[src/inc/lane_pkg.sv]
// Constants, field layouts and types for the bidirectional serdes lane
package lane_pkg;

	// ----------------------------------------------------------------
	// Widths and depths
	// ----------------------------------------------------------------
	localparam int DATA_W = 10;
	localparam int TAP_W = 6;
	localparam int FIFO_DEPTH = 8;
	localparam int ADDR_W = 8;
	localparam int BUS_W = 32;

	// ----------------------------------------------------------------
	// Register map
	// ----------------------------------------------------------------
	localparam logic [7:0] CTRL_ADDR = 8'h00;
	localparam logic [7:0] PATTERN_ADDR = 8'h04;
	localparam logic [7:0] STATUS_ADDR = 8'h08;
	localparam int STAT_LOCK_BIT = 0;
	localparam int STAT_EMPTY_BIT = 1;
	localparam int STAT_TAP_LSB = 2;
	localparam int STAT_CNT_LSB = 8;

	// ----------------------------------------------------------------
	// Reset values and limits
	// ----------------------------------------------------------------
	localparam logic [3:0] WIDTH_RESET = 4'h8;
	localparam logic [3:0] WIDTH_MIN = 4'h1;
	localparam logic [3:0] WIDTH_MAX = 4'ha;
	localparam logic [9:0] PATTERN_RESET = 10'h155;
	localparam logic [9:0] FULL_MASK = 10'h3ff;
	localparam logic [5:0] TAP_TOP = 6'h3f;

	// ----------------------------------------------------------------
	// Alignment search
	// ----------------------------------------------------------------
	localparam logic [3:0] ALIGN_RUN = 4'h8;
	localparam logic [5:0] ALIGN_BACK = 6'h04;

	// ----------------------------------------------------------------
	// Types
	// ----------------------------------------------------------------
	typedef struct packed {
		logic staticTerm;
		logic dynTerm;
		logic fifoEn;
		logic autoAlign;
		logic halfRate;
		logic [3:0] width;
	} ctrl_s;

	localparam ctrl_s CTRL_RESET = '{
		staticTerm: 1'b0, dynTerm: 1'b1, fifoEn: 1'b0,
		autoAlign: 1'b0, halfRate: 1'b0, width: WIDTH_RESET};

	typedef struct packed {
		logic rxWordClk;
		logic rxBitClk;
		logic txWordClk;
		logic txBitClk;
		logic coreRdClk;
		logic txRst;
		logic bufOn;
		logic termOn;
		logic stepGo;
		logic stepUp;
		logic cntClr;
		logic qPop;
		logic driveOn;
		logic padIn;
	} pins_s;

	typedef enum logic [1:0] {
		AL_IDLE = 2'b00,
		AL_SCAN = 2'b01,
		AL_LOCK = 2'b10
	} align_e;

endpackage : lane_pkg

[src/rtl/lvds_bidir_serdes_lane.sv]
// Bidirectional serdes lane: serializer, deserializer, FIFO, alignment
`timescale 1ns/1ps
module lvds_bidir_serdes_lane (
	input wire logic clk,
	input wire logic arst_n,
	input wire logic [7:0] regAddr,
	input wire logic [31:0] regWrData,
	input wire logic regWr,
	input wire logic regRd,
	output logic [31:0] regRdData,
	input wire logic rx_word_clock,
	input wire logic rx_bit_clock,
	input wire logic tx_word_clock,
	input wire logic tx_bit_clock,
	input wire logic core_read_clock,
	input wire logic rx_path_reset,
	input wire logic tx_path_reset,
	input wire logic input_buffer_on,
	input wire logic line_resistor_on,
	input wire logic delay_step_go,
	input wire logic delay_step_up,
	input wire logic delay_counter_clear,
	input wire logic rx_queue_pop,
	input wire logic pad_drive_on,
	input wire logic [9:0] txWord,
	input wire logic padIn,
	output logic [9:0] rxWord,
	output logic align_achieved,
	output logic rx_queue_empty,
	output logic [5:0] align_tap_report,
	output logic [5:0] delayTap,
	output logic padPOut,
	output logic padNOut,
	output logic padOeN,
	output logic inputBufferEnable,
	output logic termConnect
);

	// ----------------------------------------------------------------
	// Helpers
	// ----------------------------------------------------------------
	function automatic logic [9:0] widthMask(input logic [3:0] w);
		widthMask = ~(lane_pkg::FULL_MASK << w);
	endfunction : widthMask

	function automatic logic [9:0] alignDown(input logic [9:0] s,
		input logic [3:0] w);
		alignDown = s >> (lane_pkg::WIDTH_MAX - w);
	endfunction : alignDown

	// ----------------------------------------------------------------
	// Pin synchronisers
	// ----------------------------------------------------------------
	lane_pkg::pins_s pinsA;
	lane_pkg::pins_s pinsB;
	lane_pkg::pins_s pinsC;
	logic [9:0] txWordA;
	logic [9:0] txWordB;
	// Word is stable around its clock edge, so bitwise sync is safe
	always_ff @(posedge clk or negedge arst_n) begin
		if (!arst_n) begin
			pinsA <= '0;
			pinsB <= '0;
			pinsC <= '0;
			txWordA <= '0;
			txWordB <= '0;
		end else begin
			pinsA <= '{rx_word_clock, rx_bit_clock, tx_word_clock,
				tx_bit_clock, core_read_clock, tx_path_reset,
				input_buffer_on, line_resistor_on, delay_step_go,
				delay_step_up, delay_counter_clear, rx_queue_pop,
				pad_drive_on, padIn};
			pinsB <= pinsA;
			pinsC <= pinsB;
			txWordA <= txWord;
			txWordB <= txWordA;
		end
	end

	lane_pkg::ctrl_s ctrlReg;
	logic [9:0] patternReg;
	logic rxWordEdge;
	logic txWordEdge;
	logic rdEdge;
	logic rxBitEdge;
	logic txBitEdge;
	logic alignOn;
	logic rxRstN;
	assign rxWordEdge = pinsB.rxWordClk & ~pinsC.rxWordClk;
	assign txWordEdge = pinsB.txWordClk & ~pinsC.txWordClk;
	assign rdEdge = pinsB.coreRdClk & ~pinsC.coreRdClk;
	assign rxBitEdge = ctrlReg.halfRate ? (pinsB.rxBitClk ^ pinsC.rxBitClk)
		: (pinsB.rxBitClk & ~pinsC.rxBitClk);
	assign txBitEdge = ctrlReg.halfRate ? (pinsB.txBitClk ^ pinsC.txBitClk)
		: (pinsB.txBitClk & ~pinsC.txBitClk);
	assign alignOn = ctrlReg.autoAlign & ~ctrlReg.halfRate;
	assign rxRstN = arst_n & ~rx_path_reset;

	// ----------------------------------------------------------------
	// Register port
	// ----------------------------------------------------------------
	logic [3:0] fifoCnt;
	lane_pkg::align_e alignState;
	always_ff @(posedge clk or negedge arst_n) begin
		if (!arst_n) begin
			ctrlReg <= lane_pkg::CTRL_RESET;
			patternReg <= lane_pkg::PATTERN_RESET;
		end else if (regWr) begin
			if (regAddr == lane_pkg::CTRL_ADDR) begin
				ctrlReg.staticTerm <= regWrData[8];
				ctrlReg.dynTerm <= regWrData[7];
				ctrlReg.fifoEn <= regWrData[6];
				ctrlReg.autoAlign <= regWrData[5];
				ctrlReg.halfRate <= regWrData[4];
				if (regWrData[3:0] >= lane_pkg::WIDTH_MIN &&
					regWrData[3:0] <= lane_pkg::WIDTH_MAX) begin
					ctrlReg.width <= regWrData[3:0];
				end
			end
			if (regAddr == lane_pkg::PATTERN_ADDR) begin
				patternReg <= regWrData[9:0];
			end
		end
	end

	always_ff @(posedge clk or negedge arst_n) begin
		if (!arst_n) begin
			regRdData <= '0;
		end else if (regRd) begin
			case (regAddr)
				lane_pkg::CTRL_ADDR: begin
					regRdData <= {23'h0, ctrlReg};
				end
				lane_pkg::PATTERN_ADDR: begin
					regRdData <= {22'h0, patternReg};
				end
				lane_pkg::STATUS_ADDR: begin
					regRdData <= {20'h0, fifoCnt, delayTap,
						rx_queue_empty, align_achieved};
				end
				default: begin
					regRdData <= '0;
				end
			endcase
		end else begin
			regRdData <= '0;
		end
	end

	// ----------------------------------------------------------------
	// Pad controls
	// ----------------------------------------------------------------
	always_ff @(posedge clk or negedge arst_n) begin
		if (!arst_n) begin
			inputBufferEnable <= 1'b0;
			termConnect <= 1'b0;
			padOeN <= 1'b1;
		end else begin
			inputBufferEnable <= pinsB.bufOn;
			termConnect <= ctrlReg.dynTerm ? pinsB.termOn
				: ctrlReg.staticTerm;
			padOeN <= ~pinsB.driveOn;
		end
	end

	// ----------------------------------------------------------------
	// Serializer
	// ----------------------------------------------------------------
	logic [9:0] txShift;
	always_ff @(posedge clk or negedge arst_n) begin
		if (!arst_n) begin
			txShift <= '0;
			padPOut <= 1'b0;
			padNOut <= 1'b1;
		end else if (pinsB.txRst) begin
			txShift <= '0;
			padPOut <= 1'b0;
			padNOut <= 1'b1;
		end else begin
			if (txWordEdge) begin
				txShift <= txWordB & widthMask(ctrlReg.width);
			end else if (txBitEdge) begin
				txShift <= {1'b0, txShift[9:1]};
			end
			if (txBitEdge) begin
				padPOut <= txShift[0];
				padNOut <= ~txShift[0];
			end
		end
	end

	// ----------------------------------------------------------------
	// Deserializer
	// ----------------------------------------------------------------
	logic [9:0] rxShift;
	logic [9:0] deserOut;
	logic rxBit;
	assign rxBit = pinsB.padIn & inputBufferEnable;
	// low bits hold the configured width
	assign deserOut = alignDown(rxShift, ctrlReg.width);
	always_ff @(posedge clk or negedge rxRstN) begin
		if (!rxRstN) begin
			rxShift <= '0;
		end else if (rxBitEdge) begin
			rxShift <= {rxBit, rxShift[9:1]};
		end
	end

	// ----------------------------------------------------------------
	// Delay control and alignment
	// ----------------------------------------------------------------
	logic [3:0] runCnt;
	logic wordMatch;
	assign wordMatch = deserOut == (patternReg & widthMask(ctrlReg.width));
	always_ff @(posedge clk or negedge rxRstN) begin
		if (!rxRstN) begin
			delayTap <= '0;
			runCnt <= '0;
			alignState <= lane_pkg::AL_IDLE;
			align_achieved <= 1'b0;
			align_tap_report <= '0;
		end else if (rxWordEdge) begin
			if (pinsB.cntClr) begin
				delayTap <= '0;
				runCnt <= '0;
				alignState <= lane_pkg::AL_IDLE;
				align_achieved <= 1'b0;
			end else if (!alignOn) begin
				if (pinsB.stepGo) begin
					if (pinsB.stepUp && delayTap != lane_pkg::TAP_TOP) begin
						delayTap <= delayTap + 6'h01;
					end else if (!pinsB.stepUp && delayTap != 6'h00) begin
						delayTap <= delayTap - 6'h01;
					end
				end
			end else begin
				case (alignState)
					lane_pkg::AL_IDLE: begin
						if (pinsB.stepGo) begin
							alignState <= lane_pkg::AL_SCAN;
						end
					end
					lane_pkg::AL_SCAN: begin
						// Centre of a run of passing taps
						if (wordMatch && runCnt == lane_pkg::ALIGN_RUN - 4'h1)
							begin
							delayTap <= delayTap - lane_pkg::ALIGN_BACK;
							align_tap_report <= delayTap
								- lane_pkg::ALIGN_BACK;
							align_achieved <= 1'b1;
							alignState <= lane_pkg::AL_LOCK;
						end else begin
							runCnt <= wordMatch ? runCnt + 4'h1 : 4'h0;
							delayTap <= delayTap + 6'h01;
						end
					end
					lane_pkg::AL_LOCK: begin
						align_achieved <= 1'b1;
					end
					default: begin
						alignState <= lane_pkg::AL_IDLE;
					end
				endcase
			end
		end
	end

	// ----------------------------------------------------------------
	// Receive FIFO and parallel output
	// ----------------------------------------------------------------
	logic [9:0] fifoMem [lane_pkg::FIFO_DEPTH];
	logic [2:0] wrPtr;
	logic [2:0] rdPtr;
	logic doWrite;
	logic doPop;
	logic [3:0] fifoCntNext;
	// Words arriving while full are dropped; reader must keep up
	assign doWrite = ctrlReg.fifoEn & rxWordEdge &
		(fifoCnt != 4'(lane_pkg::FIFO_DEPTH));
	assign doPop = ctrlReg.fifoEn & rdEdge & pinsB.qPop & (fifoCnt != 4'h0);
	assign fifoCntNext = fifoCnt + {3'h0, doWrite} - {3'h0, doPop};

	always_ff @(posedge clk or negedge rxRstN) begin
		if (!rxRstN) begin
			for (int i = 0; i < lane_pkg::FIFO_DEPTH; i++) begin
				fifoMem[i] <= '0;
			end
			wrPtr <= '0;
			rdPtr <= '0;
			fifoCnt <= '0;
			rx_queue_empty <= 1'b1;
			rxWord <= '0;
		end else begin
			if (doWrite) begin
				fifoMem[wrPtr] <= deserOut;
				wrPtr <= wrPtr + 3'h1;
			end
			if (doPop) begin
				rxWord <= fifoMem[rdPtr];
				rdPtr <= rdPtr + 3'h1;
			end else if (!ctrlReg.fifoEn && rxWordEdge) begin
				rxWord <= deserOut;
			end
			fifoCnt <= fifoCntNext;
			rx_queue_empty <= fifoCntNext == 4'h0;
		end
	end
endmodule : lvds_bidir_serdes_lane

[config.mk]
export PLATFORM = sky130hd
export DESIGN_NAME = lvds_bidir_serdes_lane
export DESIGN_NICKNAME = d
export VERILOG_FILES = /design/src/inc/lane_pkg.sv /design/src/rtl/lvds_bidir_serdes_lane.sv
export SDC_FILE = /design/constraint.sdc
export NUM_CORES = 1
export LEC_CHECK = 0
export BUFFER_PORTS_ARGS = -buffer_cell sky130_fd_sc_hd__buf_2
export CORE_MARGIN = 2
export CORE_UTILIZATION = 56
export CTS_BUF_LIST = sky130_fd_sc_hd__clkbuf_4 sky130_fd_sc_hd__clkbuf_8 sky130_fd_sc_hd__clkbuf_16
export DETAILED_ROUTE_END_ITERATION = 7
export PLACE_DENSITY = 0.73
export SLEW_MARGIN = 20
export SYNTH_ARGS = -nofsm -noshare
export SYNTH_HDL_FRONTEND = slang
export SYNTH_SLANG_ARGS = --single-unit
[constraint.sdc]
create_clock -name clk -period 13.4 [get_ports clk]
set_clock_uncertainty 0.05 [all_clocks]
set_input_delay 2.01 -clock clk [delete_from_list [all_inputs] [get_ports clk]]
set_output_delay 2.01 -clock clk [all_outputs]
set_load 0.01 [all_outputs]
==> flow_metrics.env <==
export IMPL_status="finished clean"
export IMPL_ys_types=72
export IMPL_wl_per_cell_um=18.6
export IMPL_crit_arrival_ps=5270
export IMPL_fill_cells=1436
export IMPL_start_util_pct=57.1
export IMPL_die_w_um=142
export IMPL_synth_edf_count=0
export IMPL_cts_root_buf="clkbuf_16"
export IMPL_avgSynthCellArea_sq_um=12.2
export IMPL_synth_top_flop_cell="dfrtp_1"
export IMPL_htreeDepth=1
export IMPL_hp_start="txWordA[5]$_DFF_PN0_"
export IMPL_rows=50
export IMPL_grt_pass1_wl_um=37000
export IMPL_finalCritPeriodShare_pct=36.7
export IMPL_stdcell_count=1199
export IMPL_cts_setup_buffers=0
export IMPL_fmax_ghz=0.203
export IMPL_ctsResizeCount=0
export IMPL_drt_wl_total_um=22200
export IMPL_grt_pass1_vias=7056
export IMPL_cp_required_ps=13750
export IMPL_seq_area_frac_synth_pct=53.8
export IMPL_io_pins=130
export IMPL_drt_iter0_markers=446
export IMPL_slew_violations=0
export IMPL_coreArea_sq_um=18700
export IMPL_die_h_um=142
export IMPL_crit_path_end_kind="flip-flop"
export IMPL_routed_via_density=5.88
export IMPL_tightest_slew_ps=1080
export IMPL_synthTopCellsByArea="dfrtp_1 (51%), mux2_2 (11%), mux4_2 (4.8%)"
export IMPL_async_reset_ff_share_pct=100
export IMPL_rsz0062_at_grt="false"
export IMPL_clock_latency_ps=520
export IMPL_antenna_found_initial=0
export IMPL_clk_pin_slew_ps=60
export IMPL_p_leak_nw=5.73
export IMPL_vias=7056
export IMPL_dp_cells=1153
export IMPL_start_kind="flip-flop"
export IMPL_synth_common_cells="dfrtp_1 (219), mux2_2 (108), nand2_1 (71), o21ai_0 (40), nor2_1 (39)"
export IMPL_powerDensity_nw_per_um2=148
export IMPL_dr_pass1_iters=6
export IMPL_fin_tns_setup_ps=0
export IMPL_grt_max_degree=75
export IMPL_crit_type="flip-flop to flip-flop"
export IMPL_finalHoldViolCount=0
export IMPL_fin_nets=1036
export IMPL_grtUsageTotal_pct=23.0
export IMPL_antennaDiodeCount=0
export IMPL_syn_area_sq_um=10700
export IMPL_syn_to_final_growth_pct=13.4
export IMPL_r2r_worst_path_cells=12
export IMPL_worst_r2r_startpoint="ctrlReg[0]$_DFFE_PN0P_"
export IMPL_drive_gt1_share_pct=30.7
export IMPL_synth_most_common_cell="dfrtp_1"
export IMPL_cp_max_fo=27
export IMPL_yosys_register_bits=229
export IMPL_fin_crit_ps=4920
export IMPL_syn_inst=874
export IMPL_dp_hpwl_um=14700
export IMPL_worstHoldPathType="flip-flop to flip-flop"
export IMPL_cts_sinks=229
export IMPL_synth_top_cell_area_share_pct=51.3
export IMPL_slew_headroom_pct=27.3
export IMPL_gp_congestion=0.873
export IMPL_synth_largest_area_cell="dfrtp_1"
export IMPL_cts_tree="yes"
export IMPL_drc_errors=0
export IMPL_grt_ovfl_total=0
export IMPL_yosys_warnings=0
export IMPL_die_area_sq_um=20200
export IMPL_crit_start="ctrlReg[0]$_DFFE_PN0P_"
export IMPL_ant_nets=0
export IMPL_whs_path_depth=0
export IMPL_io_buffers=87
export IMPL_ctsHoldBuffers=0
export IMPL_drv_cap=0
export IMPL_setup_viol=0
export IMPL_cts_max_path_buffers=3
export IMPL_cts_made_buffers=25
export IMPL_vdd_drop_max_uv=134
==> state kept, by name, indices dropped and copies added, names as in the netlist, 5 cells and up <==
name,cells
txShift,10
fifoMem,80
txWordA,10
align_tap_report,6
ctrlReg,9
regRdData,12
pinsA,14
pinsB,14
rxShift,10
delayTap,6
patternReg,10
pinsC,5
txWordB,10
rxWord,10
==> metrics by stage <==
stage | cell area (sq um) | util [%] | worst slack, ps | hold WS [ps] | power (mW)
finish | 12100 | 64.7 | 8480 | 298 | 1.80
floorplan | 10800 | - | 3150 | 281 | 0.998
detailed placement | 11200 | 59.9 | 8500 | 285 | 1.08
CTS | 12100 | 64.7 | 8460 | 296 | 1.81
global placement | 11200 | 59.9 | 8540 | 281 | 1.07
global route | 12100 | 64.7 | 8190 | 306 | 1.88
==> placed cells by master, fill, tap and decap left out, types with 7 or more instances in the layout <==
cell	count
a21oi_1	19
a222oi_1	9
a22oi_1	9
a32oi_1	7
and2_1	9
buf_2	86
buf_4	10
clkbuf_16	25
conb_1	20
dfrtp_1	219
dfstp_2	10
ha_1	20
inv_1	29
mux2_2	108
mux2i_1	26
mux4_2	23
nand2_1	71
nand2b_1	11
nand3_1	7
nor2_1	38
nor2b_1	12
nor3_1	12
o211ai_1	7
o21ai_0	39
xnor2_1	9
xor2_1	7
==> critical path: stages, from the launching register on <==
cell	delay, ps
dfrtp_1	320
buf_4	310
inv_1	100
ha_1	800
mux2_2	460
mux4_2	490
and2_1	310
a22o_1	250
a2111o_1	470
nor2_4	290
nand2_4	90
nor4_4	450
mux2_2	390
==> power breakdown <==
| part | leakage, nW | switching [mW] | internal, mW |
|---|---|---|---|
| sequential | 2.97 | 0.0637 | 0.745 |
| combinational | 2.32 | 0.152 | 0.110 |
| clock | 0.440 | 0.278 | 0.448 |
| total | 5.73 | 0.494 | 1.30 |
==> final timing paths <==
kind                                                   end  slack, ps
max reg2reg                align_tap_report[4]$_DFFE_PN0P_       8480
min in group asynchronous               pinsA[1]$_DFF_PN0_       1380
max in group asynchronous  align_tap_report[2]$_DFFE_PN0P_       9760
max                        align_tap_report[4]$_DFFE_PN0P_       8480
min                                   txWordB[5]$_DFF_PN0_        300
min reg2reg                           txWordB[5]$_DFF_PN0_        300
==> per-layer routing <==
| metal | track usage (%) | vias up | part of all wire, % |
|---|---|---|---|
| li1 | - | 3261 | - |
| met1 | 32.6 | 3583 | 45 |
| met2 | 38.4 | 178 | 49 |
| met3 | 2.83 | 34 | 4.1 |
| met4 | 5.21 | 0 | 2.1 |
| met5 | 0 | - | 0 |
==> logic make-up after synthesis <==
| logic type | after synthesis | synth area share (%) |
|---|---|---|
| compound gates | 149 | 9.74 |
| xor+xnor | 16 | 1.31 |
| fa+ha+maj | 21 | 2.53 |
| buf+inv | 99 | 4.38 |
| flops | 229 | 53.8 |
| mux | 157 | 18.7 |
| other cells | 1 | 0.0351 |
| simple gates | 202 | 9.57 |
==> area by class of cell <==
type | instances | area, sq um | area share (%)
flip-flops and latches | 229 | 5740 | 47.4
multi-input cells | 565 | 4570 | 37.7
clock buffers | 31 | 696 | 5.74
repair buffers | 96 | 505 | 4.17
well taps | 234 | 293 | 2.42
clock inverters | 15 | 195 | 1.61
inverters | 29 | 109 | 0.899
Power figures use the tool's default switching activity.
